File: src/shared/ape_pkg.sv
// Constants for the audio path power enable register bank
// ==========================================================================
package ape_pkg;

  // ========================================================================
  // Bus geometry and register indices (byte address is four times index)
  localparam int          ADDR_W          = 12;
  localparam int          DATA_W          = 32;
  localparam int          REG_W           = 16;
  localparam int          SAMPLE_W        = 16;
  localparam logic [9:0]  OUT_STAGE_IDX   = 10'h003;
  localparam logic [9:0]  REC_PATH_IDX    = 10'h004;
  localparam logic [9:0]  STATUS_IDX      = 10'h03F;

  // ========================================================================
  // Output stage register fields
  localparam int          LO_A_NEG_BIT    = 13;
  localparam int          LO_A_POS_BIT    = 12;
  localparam int          LO_B_NEG_BIT    = 11;
  localparam int          LO_B_POS_BIT    = 10;
  localparam int          SPK_R_BIT       = 9;
  localparam int          SPK_L_BIT       = 8;
  localparam int          MIX_L_VOL_BIT   = 7;
  localparam int          MIX_R_VOL_BIT   = 6;
  localparam int          MIX_L_BIT       = 5;
  localparam int          MIX_R_BIT       = 4;
  localparam logic [15:0] OUT_STAGE_MASK  = 16'h3FF0;
  localparam logic [15:0] OUT_STAGE_RST   = 16'h0000;

  // ========================================================================
  // Record path register fields
  localparam int          P2_REC_L_BIT    = 13;
  localparam int          P2_REC_R_BIT    = 12;
  localparam int          P1_REC_L_BIT    = 9;
  localparam int          P1_REC_R_BIT    = 8;
  localparam int          DMIC_L_BIT      = 3;
  localparam int          DMIC_R_BIT      = 2;
  localparam int          CONV_L_BIT      = 1;
  localparam logic [15:0] REC_PATH_MASK   = 16'h330E;
  localparam logic [15:0] REC_PATH_RST    = 16'h0000;

  // ========================================================================
  // Status register fields and reset values of the bus side
  localparam int          ST_SPK_L_BIT    = 0;
  localparam int          ST_SPK_R_BIT    = 1;
  localparam int          ST_SPKO_L_BIT   = 2;
  localparam int          ST_SPKO_R_BIT   = 3;
  localparam logic [31:0] RDATA_RST       = 32'h0000_0000;
  localparam logic [15:0] SAMPLE_RST      = 16'h0000;

endpackage

File: src/rtl/ape_top.sv
// APB register bank driving audio path power enables and record gating
`timescale 1ns/1ps
module ape_top (
  input  wire logic                          clk_sys_in,
  input  wire logic                          sys_rst_in,
  input  wire logic                          ce_in,
  // APB slave
  input  wire logic                          psel_in,
  input  wire logic                          penable_in,
  input  wire logic                          pwrite_in,
  input  wire logic [ape_pkg::ADDR_W-1:0]    paddr_in,
  input  wire logic [ape_pkg::DATA_W-1:0]    pwdata_in,
  input  wire logic [3:0]                    pstrb_in,
  output logic      [ape_pkg::DATA_W-1:0]    prdata_out,
  output logic                               pready_out,
  output logic                               pslverr_out,
  // Speaker output enables from the speaker driver control, asynchronous
  input  wire logic                          right_speaker_output_en_in,
  input  wire logic                          left_speaker_output_en_in,
  // Record samples headed for the audio ports, same clock
  input  wire logic [ape_pkg::SAMPLE_W-1:0]  second_port_rec_left_data_in,
  input  wire logic                          second_port_rec_left_valid_in,
  input  wire logic                          third_port_sel_in,
  input  wire logic [ape_pkg::SAMPLE_W-1:0]  second_port_rec_right_data_in,
  input  wire logic                          second_port_rec_right_valid_in,
  // Line output power
  output logic                               line_out_a_neg_en_out,
  output logic                               line_out_a_neg_mixer_en_out,
  output logic                               line_out_a_pos_en_out,
  output logic                               line_out_a_pos_mixer_en_out,
  output logic                               line_out_b_neg_en_out,
  output logic                               line_out_b_neg_mixer_en_out,
  output logic                               line_out_b_pos_en_out,
  output logic                               line_out_b_pos_mixer_en_out,
  // Speaker stage power
  output logic                               right_speaker_mixer_en_out,
  output logic                               right_speaker_volume_amp_en_out,
  output logic                               left_speaker_mixer_en_out,
  output logic                               left_speaker_volume_amp_en_out,
  // Output mixer power
  output logic                               left_out_mixer_volume_en_out,
  output logic                               right_out_mixer_volume_en_out,
  output logic                               left_out_mixer_en_out,
  output logic                               right_out_mixer_en_out,
  // Record path, microphone and converter power
  output logic                               second_port_rec_left_en_out,
  output logic                               second_port_rec_right_en_out,
  output logic                               first_port_rec_left_en_out,
  output logic                               first_port_rec_right_en_out,
  output logic                               digital_mic_left_en_out,
  output logic                               digital_mic_right_en_out,
  output logic                               left_converter_en_out,
  // Gated record samples to the ports
  output logic      [ape_pkg::SAMPLE_W-1:0]  second_audio_port_left_data_out,
  output logic                               second_audio_port_left_valid_out,
  output logic      [ape_pkg::SAMPLE_W-1:0]  third_audio_port_left_data_out,
  output logic                               third_audio_port_left_valid_out,
  output logic      [ape_pkg::SAMPLE_W-1:0]  second_audio_port_right_data_out,
  output logic                               second_audio_port_right_valid_out
);

  // ========================================================================
  // Byte addresses of the registers
  localparam logic [ape_pkg::ADDR_W-1:0] OUT_STAGE_ADDR = {ape_pkg::OUT_STAGE_IDX, 2'b00};
  localparam logic [ape_pkg::ADDR_W-1:0] REC_PATH_ADDR  = {ape_pkg::REC_PATH_IDX, 2'b00};
  localparam logic [ape_pkg::ADDR_W-1:0] STATUS_ADDR    = {ape_pkg::STATUS_IDX, 2'b00};

  // ========================================================================
  // Declarations
  logic                          pready_q;
  logic                          pslverr_d;
  logic [ape_pkg::DATA_W-1:0]    prdata_d;
  logic                          access_start;
  logic                          access_done;
  logic                          hit_out_stage;
  logic                          hit_rec_path;
  logic                          hit_status;
  logic                          hit_any;
  logic                          bad_write;
  logic                          wr_out_stage;
  logic                          wr_rec_path;
  logic [ape_pkg::REG_W-1:0]     out_stage_q;
  logic [ape_pkg::REG_W-1:0]     rec_path_q;
  logic [ape_pkg::REG_W-1:0]     status_d;
  logic [1:0]                    spk_out_sync;
  logic                          spk_r_out_en;
  logic                          spk_l_out_en;
  logic                          spk_r_stage_d;
  logic                          spk_l_stage_d;
  logic [ape_pkg::REG_W-1:0]     out_pwr_d;
  logic [ape_pkg::REG_W-1:0]     out_pwr_q;
  logic [ape_pkg::REG_W-1:0]     rec_pwr_q;
  logic                          p2_left_on;
  logic                          p2_right_on;
  logic                          p2_left_to_second;
  logic                          p2_left_to_third;
  logic [ape_pkg::SAMPLE_W-1:0]  sec_l_data_d;
  logic                          sec_l_valid_d;
  logic [ape_pkg::SAMPLE_W-1:0]  thr_l_data_d;
  logic                          thr_l_valid_d;
  logic [ape_pkg::SAMPLE_W-1:0]  sec_r_data_d;
  logic                          sec_r_valid_d;

  // ========================================================================
  // APB phase detection; one wait state so every answer leaves a flop
  assign access_start = psel_in && penable_in && !pready_q;
  assign access_done  = psel_in && penable_in && pready_q;

  // Address decode; low address bits must be zero for a hit
  assign hit_out_stage = (paddr_in == OUT_STAGE_ADDR);
  assign hit_rec_path  = (paddr_in == REC_PATH_ADDR);
  assign hit_status    = (paddr_in == STATUS_ADDR);
  assign hit_any       = hit_out_stage || hit_rec_path || hit_status;

  // Status is read only, so a write to it is answered with an error
  assign bad_write = pwrite_in && hit_status;
  assign pslverr_d = !hit_any || bad_write;

  // Writes land only at the edge where pready is seen high
  assign wr_out_stage = access_done && pwrite_in && hit_out_stage;
  assign wr_rec_path  = access_done && pwrite_in && hit_rec_path;

  // ========================================================================
  // Read data mux; bits above the 16-bit registers read as zero
  assign status_d = {12'h000, spk_r_out_en, spk_l_out_en,
                     out_pwr_q[ape_pkg::SPK_R_BIT], out_pwr_q[ape_pkg::SPK_L_BIT]};
  assign prdata_d = (pwrite_in)     ? ape_pkg::RDATA_RST :
                    (hit_out_stage) ? {16'h0000, out_stage_q} :
                    (hit_rec_path)  ? {16'h0000, rec_path_q} :
                    (hit_status)    ? {16'h0000, status_d} :
                                      ape_pkg::RDATA_RST;

  // ========================================================================
  // APB response flops; pready pulses for one cycle per transfer
  always_ff @(posedge clk_sys_in) begin
    if (sys_rst_in) begin
      pready_q    <= 1'b0;
      prdata_out  <= ape_pkg::RDATA_RST;
      pslverr_out <= 1'b0;
    end else if (ce_in) begin
      pready_q    <= access_start;
      prdata_out  <= access_start ? prdata_d : ape_pkg::RDATA_RST;
      pslverr_out <= access_start && pslverr_d;
    end
  end

  assign pready_out = pready_q;

  // ========================================================================
  // The two software registers
  ape_en_reg #(
    .MASK (ape_pkg::OUT_STAGE_MASK),
    .RST  (ape_pkg::OUT_STAGE_RST)
  ) u_out_stage (
    .clk_sys_in (clk_sys_in),
    .sys_rst_in (sys_rst_in),
    .ce_in      (ce_in),
    .wr_in      (wr_out_stage),
    .strb_in    (pstrb_in[1:0]),
    .wdata_in   (pwdata_in[15:0]),
    .q_out      (out_stage_q)
  );

  ape_en_reg #(
    .MASK (ape_pkg::REC_PATH_MASK),
    .RST  (ape_pkg::REC_PATH_RST)
  ) u_rec_path (
    .clk_sys_in (clk_sys_in),
    .sys_rst_in (sys_rst_in),
    .ce_in      (ce_in),
    .wr_in      (wr_rec_path),
    .strb_in    (pstrb_in[1:0]),
    .wdata_in   (pwdata_in[15:0]),
    .q_out      (rec_path_q)
  );

  // ========================================================================
  // Speaker output enables come from a sequencer off this clock
  ape_sync2 #(
    .W (2)
  ) u_spk_sync (
    .clk_sys_in (clk_sys_in),
    .sys_rst_in (sys_rst_in),
    .ce_in      (ce_in),
    .async_in   ({right_speaker_output_en_in, left_speaker_output_en_in}),
    .sync_out   (spk_out_sync)
  );

  assign spk_r_out_en = spk_out_sync[1];
  assign spk_l_out_en = spk_out_sync[0];

  // Speaker stages run when software asks or when the speaker output is on
  assign spk_r_stage_d = out_stage_q[ape_pkg::SPK_R_BIT] || spk_r_out_en;
  assign spk_l_stage_d = out_stage_q[ape_pkg::SPK_L_BIT] || spk_l_out_en;

  // Effective output stage power, register value with speaker overrides
  always_comb begin
    out_pwr_d                     = out_stage_q;
    out_pwr_d[ape_pkg::SPK_R_BIT] = spk_r_stage_d;
    out_pwr_d[ape_pkg::SPK_L_BIT] = spk_l_stage_d;
  end

  // ========================================================================
  // Power enable flops; one cycle behind the register, so outputs are glitch free
  always_ff @(posedge clk_sys_in) begin
    if (sys_rst_in) begin
      out_pwr_q <= ape_pkg::OUT_STAGE_RST;
      rec_pwr_q <= ape_pkg::REC_PATH_RST;
    end else if (ce_in) begin
      out_pwr_q <= out_pwr_d;
      rec_pwr_q <= rec_path_q;
    end
  end

  // ========================================================================
  // Line outputs; driver and its mixer share one enable
  assign line_out_a_neg_en_out       = out_pwr_q[ape_pkg::LO_A_NEG_BIT];
  assign line_out_a_neg_mixer_en_out = out_pwr_q[ape_pkg::LO_A_NEG_BIT];
  assign line_out_a_pos_en_out       = out_pwr_q[ape_pkg::LO_A_POS_BIT];
  assign line_out_a_pos_mixer_en_out = out_pwr_q[ape_pkg::LO_A_POS_BIT];
  assign line_out_b_neg_en_out       = out_pwr_q[ape_pkg::LO_B_NEG_BIT];
  assign line_out_b_neg_mixer_en_out = out_pwr_q[ape_pkg::LO_B_NEG_BIT];
  assign line_out_b_pos_en_out       = out_pwr_q[ape_pkg::LO_B_POS_BIT];
  assign line_out_b_pos_mixer_en_out = out_pwr_q[ape_pkg::LO_B_POS_BIT];

  // Speaker mixer and volume amplifier share one effective enable
  assign right_speaker_mixer_en_out      = out_pwr_q[ape_pkg::SPK_R_BIT];
  assign right_speaker_volume_amp_en_out = out_pwr_q[ape_pkg::SPK_R_BIT];
  assign left_speaker_mixer_en_out       = out_pwr_q[ape_pkg::SPK_L_BIT];
  assign left_speaker_volume_amp_en_out  = out_pwr_q[ape_pkg::SPK_L_BIT];

  // Output mixers and their volume controls
  assign left_out_mixer_volume_en_out  = out_pwr_q[ape_pkg::MIX_L_VOL_BIT];
  assign right_out_mixer_volume_en_out = out_pwr_q[ape_pkg::MIX_R_VOL_BIT];
  assign left_out_mixer_en_out         = out_pwr_q[ape_pkg::MIX_L_BIT];
  assign right_out_mixer_en_out        = out_pwr_q[ape_pkg::MIX_R_BIT];

  // Record paths, microphone channels and left converter
  assign second_port_rec_left_en_out  = rec_pwr_q[ape_pkg::P2_REC_L_BIT];
  assign second_port_rec_right_en_out = rec_pwr_q[ape_pkg::P2_REC_R_BIT];
  assign first_port_rec_left_en_out   = rec_pwr_q[ape_pkg::P1_REC_L_BIT];
  assign first_port_rec_right_en_out  = rec_pwr_q[ape_pkg::P1_REC_R_BIT];
  assign digital_mic_left_en_out      = rec_pwr_q[ape_pkg::DMIC_L_BIT];
  assign digital_mic_right_en_out     = rec_pwr_q[ape_pkg::DMIC_R_BIT];
  assign left_converter_en_out        = rec_pwr_q[ape_pkg::CONV_L_BIT];

  // ========================================================================
  // Record sample gating; gated by the delayed enable so data never
  // leaves before the path it rides on is powered
  assign p2_left_on        = rec_pwr_q[ape_pkg::P2_REC_L_BIT];
  assign p2_right_on       = rec_pwr_q[ape_pkg::P2_REC_R_BIT];
  assign p2_left_to_second = p2_left_on && !third_port_sel_in;
  assign p2_left_to_third  = p2_left_on && third_port_sel_in;

  // Disabled paths send zero samples with valid low
  assign sec_l_data_d  = p2_left_to_second ? second_port_rec_left_data_in : ape_pkg::SAMPLE_RST;
  assign sec_l_valid_d = p2_left_to_second && second_port_rec_left_valid_in;
  assign thr_l_data_d  = p2_left_to_third ? second_port_rec_left_data_in : ape_pkg::SAMPLE_RST;
  assign thr_l_valid_d = p2_left_to_third && second_port_rec_left_valid_in;
  assign sec_r_data_d  = p2_right_on ? second_port_rec_right_data_in : ape_pkg::SAMPLE_RST;
  assign sec_r_valid_d = p2_right_on && second_port_rec_right_valid_in;

  // Sample output flops
  always_ff @(posedge clk_sys_in) begin
    if (sys_rst_in) begin
      second_audio_port_left_data_out   <= ape_pkg::SAMPLE_RST;
      second_audio_port_left_valid_out  <= 1'b0;
      third_audio_port_left_data_out    <= ape_pkg::SAMPLE_RST;
      third_audio_port_left_valid_out   <= 1'b0;
      second_audio_port_right_data_out  <= ape_pkg::SAMPLE_RST;
      second_audio_port_right_valid_out <= 1'b0;
    end else if (ce_in) begin
      second_audio_port_left_data_out   <= sec_l_data_d;
      second_audio_port_left_valid_out  <= sec_l_valid_d;
      third_audio_port_left_data_out    <= thr_l_data_d;
      third_audio_port_left_valid_out   <= thr_l_valid_d;
      second_audio_port_right_data_out  <= sec_r_data_d;
      second_audio_port_right_valid_out <= sec_r_valid_d;
    end
  end

endmodule // ape_top

File: src/rtl/ape_sync2.sv
// Two-flop synchroniser for levels arriving from another domain
`timescale 1ns/1ps
module ape_sync2 #(
  parameter int W = 1
) (
  input  wire logic         clk_sys_in,
  input  wire logic         sys_rst_in,
  input  wire logic         ce_in,
  input  wire logic [W-1:0] async_in,
  output logic      [W-1:0] sync_out
);

  logic [W-1:0] meta_q;

  // ========================================================================
  // First stage feeds only the second stage
  always_ff @(posedge clk_sys_in) begin
    if (sys_rst_in) begin
      meta_q   <= '0;
      sync_out <= '0;
    end else if (ce_in) begin
      meta_q   <= async_in;
      sync_out <= meta_q;
    end
  end

endmodule // ape_sync2

File: src/rtl/ape_en_reg.sv
// One 16-bit enable register with byte strobes and a writable mask
`timescale 1ns/1ps
module ape_en_reg #(
  parameter logic [15:0] MASK = 16'hFFFF,
  parameter logic [15:0] RST  = 16'h0000
) (
  input  wire logic        clk_sys_in,
  input  wire logic        sys_rst_in,
  input  wire logic        ce_in,
  input  wire logic        wr_in,
  input  wire logic [1:0]  strb_in,
  input  wire logic [15:0] wdata_in,
  output logic      [15:0] q_out
);

  logic [15:0] lane_mask;
  logic [15:0] keep_mask;
  logic [15:0] q_d;

  // ========================================================================
  // Only assigned bits in strobed lanes take the new value
  assign lane_mask = {{8{strb_in[1]}}, {8{strb_in[0]}}} & MASK;
  assign keep_mask = ~lane_mask & MASK;
  assign q_d       = (wdata_in & lane_mask) | (q_out & keep_mask);

  // Reset clears every enable; unassigned bits never leave zero
  always_ff @(posedge clk_sys_in) begin
    if (sys_rst_in) begin
      q_out <= RST;
    end else if (ce_in && wr_in) begin
      q_out <= q_d;
    end
  end

endmodule // ape_en_reg

File: config.mk
export PLATFORM = sky130hd
export DESIGN_NAME = ape_top
export DESIGN_NICKNAME = d
export VERILOG_FILES = /design/src/shared/ape_pkg.sv /design/src/rtl/ape_top.sv /design/src/rtl/ape_sync2.sv /design/src/rtl/ape_en_reg.sv
export SDC_FILE = /design/constraint.sdc
export NUM_CORES = 1
export LEC_CHECK = 0
export ABC_AREA = 1
export BUFFER_PORTS_ARGS = -buffer_cell sky130_fd_sc_hd__buf_2
export CAP_MARGIN = 20
export CELL_PAD_IN_SITES_DETAIL_PLACEMENT = 2
export CELL_PAD_IN_SITES_GLOBAL_PLACEMENT = 2
export CORE_MARGIN = 5
export CORE_UTILIZATION = 27
export CTS_BUF_LIST = sky130_fd_sc_hd__clkbuf_4
export DETAILED_ROUTE_END_ITERATION = 8
export GPL_TIMING_DRIVEN = 0
export PLACE_DENSITY = 0.83
export SLEW_MARGIN = 20
export SYNTH_ARGS = -nofsm -noshare
export SYNTH_HDL_FRONTEND = slang
export SYNTH_SLANG_ARGS = --single-unit
File: constraint.sdc
create_clock -name clk_sys_in -period 3.4 [get_ports clk_sys_in]
set_input_delay 0 -clock clk_sys_in [delete_from_list [all_inputs] [get_ports clk_sys_in]]
set_output_delay 0 -clock clk_sys_in [all_outputs]
set_load 0.02 [all_outputs]
Word-level counts from Yosys, hierarchy flattened
Index checks and enable logic that the tools add are counted.
- register bits: 149
- input port bits: 91
- equal/unequal tests: 3
- muxes and demuxes: 8
- bitwise operators: 8
- reductions and logical operators: 23
- operators with widths (cell ; number):
    2-to-1 mux 16 bit ; 7
    AND 16 x 14 -> 16 bit ; 4
    bitwise OR 16 bit ; 2
    inverter 14 bit ; 2
    logical AND 1 bit ; 15
    == test 12 x 4 -> 1 bit, second input constant ; 1
    == test 12 x 5 -> 1 bit, second input constant ; 1
    == test 12 x 8 -> 1 bit, second input constant ; 1
    logical OR 1 bit ; 5
    2-to-1 mux 4 bit ; 1
    logical NOT 1 bit ; 3

Depth between registers and ports, before layout
- word-level depth: 6
- depth in mapped cells: 11
- gate-level depth less buffers: 10

By module
Synthesis repeated with hierarchy kept, for this count alone.
- cell total of the unflattened synthesis: 670
- area total of the unflattened synthesis: 4783.3 µm²
- modules (own cells, without submodules) (module ; times used ; cells an instance ; area an instance (µm²) ; seq. area each (µm²)):
    ape_top ; 1 ; 518 ; 3779.9 ; 1721.7
    ape_en_reg (u_out_stage) ; 1 ; 71 ; 462.9 ; 200.2
    ape_en_reg (u_rec_path) ; 1 ; 55 ; 367.9 ; 140.1
    ape_sync2 ; 1 ; 26 ; 172.7 ; 80.1

Worst setup path after synthesis
Ideal clock, no wire load.
- kind: reg-to-reg
- from: reg rec_pwr_q[13] in the netlist's numbering
- to: reg second_audio_port_left_data_out[10] in the netlist's numbering
- arrival time: 1.265 ns
- data required time: 3.330 ns
- path slack: 2.064 ns
- stages on the path, launching flop included: 6
- buffers on the path: 1
- clock period less this slack: 1.336 ns
- path through: dfxtp_1 > inv_1 > nor2_1 > clkbuf_1 > nand2_1 > a21oi_1
- word-level cells in the longest chain between the ends: 2
- ends and longest elaborated chain (what ; line ; source):
    from (decl) ; ape_top.sv:92 ; logic [ape_pkg::REG_W-1:0] rec_pwr_q;
    from (signal assigned) ; ape_top.sv:208 ; rec_pwr_q <= ape_pkg::REC_PATH_RST;
    from (signal assigned) ; ape_top.sv:211 ; rec_pwr_q <= rec_path_q;
    logical AND 1 bit ; ape_top.sv:252 ; assign p2_left_to_second = p2_left_on && !third_port_sel_in;
    2-to-1 mux 16 bit ; ape_top.sv:256 ; assign sec_l_data_d = p2_left_to_second ? second_port_rec_left_data_in : ape_pkg::SAMPLE_RST;
    to (signal assigned) ; ape_top.sv:266 ; second_audio_port_left_data_out <= ape_pkg::SAMPLE_RST;
    to (signal assigned) ; ape_top.sv:273 ; second_audio_port_left_data_out <= sec_l_data_d;
    to (decl) ; ape_top.sv:54 ; output logic [ape_pkg::SAMPLE_W-1:0] second_audio_port_left_data_out,
Every way passes these cells.
A chain may end at the register's enable or synchronous reset.

==> results.tsv <==
metric	value	unit
status	finished clean	
clockBufferDepth	2	
synth_top_area_share	48.3	%
root_buffer	clkbuf_4	
rsz0062_at_grt	no	
dr.pass1.iters	4	
syn_area	4350	sq um
reg2reg_from	pready_out	
worstHoldPathCells	4	
fin_nets	923	
synth_mux_area_share	0	%
fillers	1880	
worst_pin_slew	0.632	ns
mostFrequentLayoutCells	165 x buf_2, 137 x nand2_1, 105 x dfxtp_1	
syn_inst	587	
vias	4831	
ys_top_cells_by_area	dfxtp_1 48%, nand2_1 12%, a21oi_1 6.9%, nor2_1 6.6%, nand3_1 4.1%	
worstHoldPathType	input port to flip-flop	
p_sw_share	28.2	%
slowest_delay	0.55	ns
final.setup.worst_slack	0.964	ns
path_max_fanout	8	
postLayoutCoreUtil	39.2	%
dpl_worst_slack	1.69	ns
synthAdderAreaFrac	0	%
antenna_found_initial	2	
period_needed	2.44	ns
reg2reg_depth	7	
yosysSeqAreaShare	48.3	%
drive_above_1_share	26.5	%
start_kind	flip-flop	
max_freq	411	MHz
layout_commonest_cell	buf_2	
grt_pass1_vias	5451	
total_power	0.00225	W
final_hold_viol_count	0	
min_from	pstrb_in[0]	
syn2layout_area_growth	42.8	%
coreArea	15800	sq um
grt_usage	20.2	%
synth.largest_area_cell	dfxtp_1	
remaining_drc_errors	0	
ir_drop	0.138	mV
drv_slew	0	
viasPerCell	4.57	
port_buffers	157	
die_x	137	um
cap_violations	0	
multi_input_area	1800	sq um
p_int	0.00162	W
post_drt_wl_per_cell	17.8	um
initial_core_util	27.5	%
yosysWarnings	0	
htreeDepth	3	
regArea	2100	sq um
required	3.77	ns
drt_iter0_markers	145	
synthDistinctLibCells	27	
postRouteAntennaNets	0	
worst_setup_path_end_kind	flip-flop	
cp_cell_sequence	nand2_1, nor3_4, nand3_2, nor2_1, dlygate4sd3_1, nor2_1, dlygate4sd3_1	
p_per_area	362	nW/um^2
p_clk_share	29.0	%
ff2ff_setup_slack	0.96	ns
avgSynthCellArea	7.41	sq um
setup_viol	0	
path_buf_inv	2	
skew	0.0192	ns
p_seq_share	56.4	%
clock_sinks	105	
path_delay_family	buffers and inverters	
clk_pin_slew	0.17	ns
max-slew-margin-rel	57.9	%
die_h	137	um
fin_tns_setup	0	ns
cts_buffers	9	
grt_max_degree	17	
ios	199	
p_switching	0.000634	W
fin_crit_sh	71.6	%
leakagePower	3.10	nW
pwr-share-comb	14.6	%
synth_top_family_by_area	simple AND/OR/NAND/NOR gates	
synth_xor_area_share	0	%
ys_seq_elements	105	
overflow	0	
synth_compound_area_share	13.3	%
cts_tree	yes	
worstSetupPathType	flip-flop to flip-flop	
dieArea	18800	sq um
insertion_delay	0.46	ns
hpwl	13600	um
gp_congestion	0.794	
grt_pass1_wl	29400	um
yosys.area_share.simple	26.4	%
critical_path.slowest_cell	dlygate4sd3_1	
drt_wl_total	18800	um
arrival	2.81	ns
row_count	46	
[repair_timing]
action                    4_1_cts  5_1_grt
resized for setup               0        0
hold endpoints to repair       77        0
hold buffers                   60        0
buffers inserted                0        0
[stage by stage]
stage               hold slack, ns  instances  area (sq um)
floorplan                    0.135        604          4410
global placement             0.234        977          5470
detailed placement           0.236        977          5470
CTS                        0.00274       1053          6200
global route                0.0188       1055          6210
finish                      0.0357       1056          6210
[area by class of cell]
class,instances,area share [%]
Inverter,52,3.14
Multi-Input combinational cell,390,28.9
Sequential cell,105,33.8
Antenna cell,3,0.121
Timing Repair Buffer,217,22.3
Tap cell,216,4.35
Clock inverter,6,0.947
Buffer,57,5.18
Clock buffer,10,1.21
[cell families (layout without fill, tap and decap cells)]
family | after synthesis | after routing
AND/OR/NAND/NOR | 268 | 268
other | 1 | 21
flip-flops | 105 | 105
buffers and inverters | 109 | 342
AO/OA/AOI/OAI | 104 | 104
[power by group through the flow]
stage                     combinational (W)  sequential [W]  clock, W
after floorplan                    0.000136         0.00131         0
after global placement             0.000262         0.00129         0
after detailed placement           0.000273         0.00130         0
after CTS                          0.000325         0.00127  0.000668
after global routing               0.000359         0.00127  0.000723
final                              0.000329         0.00127  0.000652
[cell usage after synthesis]
| cell | instances |
|---|---|
| nand2_1 | 137 |
| dfxtp_1 | 105 |
| nor2_1 | 76 |
| a21oi_1 | 60 |
| inv_1 | 47 |
| nand3_1 | 36 |
| buf_4 | 24 |
| a22oi_1 | 23 |
| clkbuf_1 | 22 |
| o21ai_0 | 21 |
| buf_2 | 8 |
| inv_2 | 4 |
| nand4_1 | 4 |
| nor2_2 | 3 |
| buf_1 | 2 |
| nand2_2 | 2 |
| nand3_2 | 2 |
| nor3_1 | 2 |
| buf_6 | 1 |
| clkinv_1 | 1 |
| conb_1 | 1 |
| nand2_4 | 1 |
| nand4_2 | 1 |
| nor2_4 | 1 |
| nor2_8 | 1 |
| nor3_4 | 1 |
| nor3b_2 | 1 |
[worst register-to-register path, cell delays in order, from the launching register on]
cell and delay (ns):
dfxtp_1 0.43, nand2_1 0.11, nor3_4 0.27, nand3_2 0.25
nor2_1 0.15, dlygate4sd3_1 0.55, nor2_1 0.04, dlygate4sd3_1 0.55
[metal layers]
metal | routed length, um | vias to the layer above | GRT usage [%]
met1 | 7510 | 2357 | 22.2
met2 | 10000 | 120 | 38.6
met5 | 0 | - | 0
met3 | 791 | 29 | 3.24
met4 | 457 | 0 | 7.21
li1 | - | 2325 | -
[worst max-delay path by stage]
stage	startpoint	to	slack, ns	cells past startpoint
floorplan	rec_pwr_q[13]	second_audio_port_left_data_out[10]	2.06	5
global placement	rec_pwr_q[13]	second_audio_port_left_data_out[14]	1.76	5
detailed placement	rec_pwr_q[13]	second_audio_port_left_data_out[9]	1.69	5
CTS	pready_out	flip-flop	0.96	7
global route	pready_out	flip-flop	0.87	7
finish	pready_out	flip-flop	0.96	7
Power figures use the tool's default switching activity.
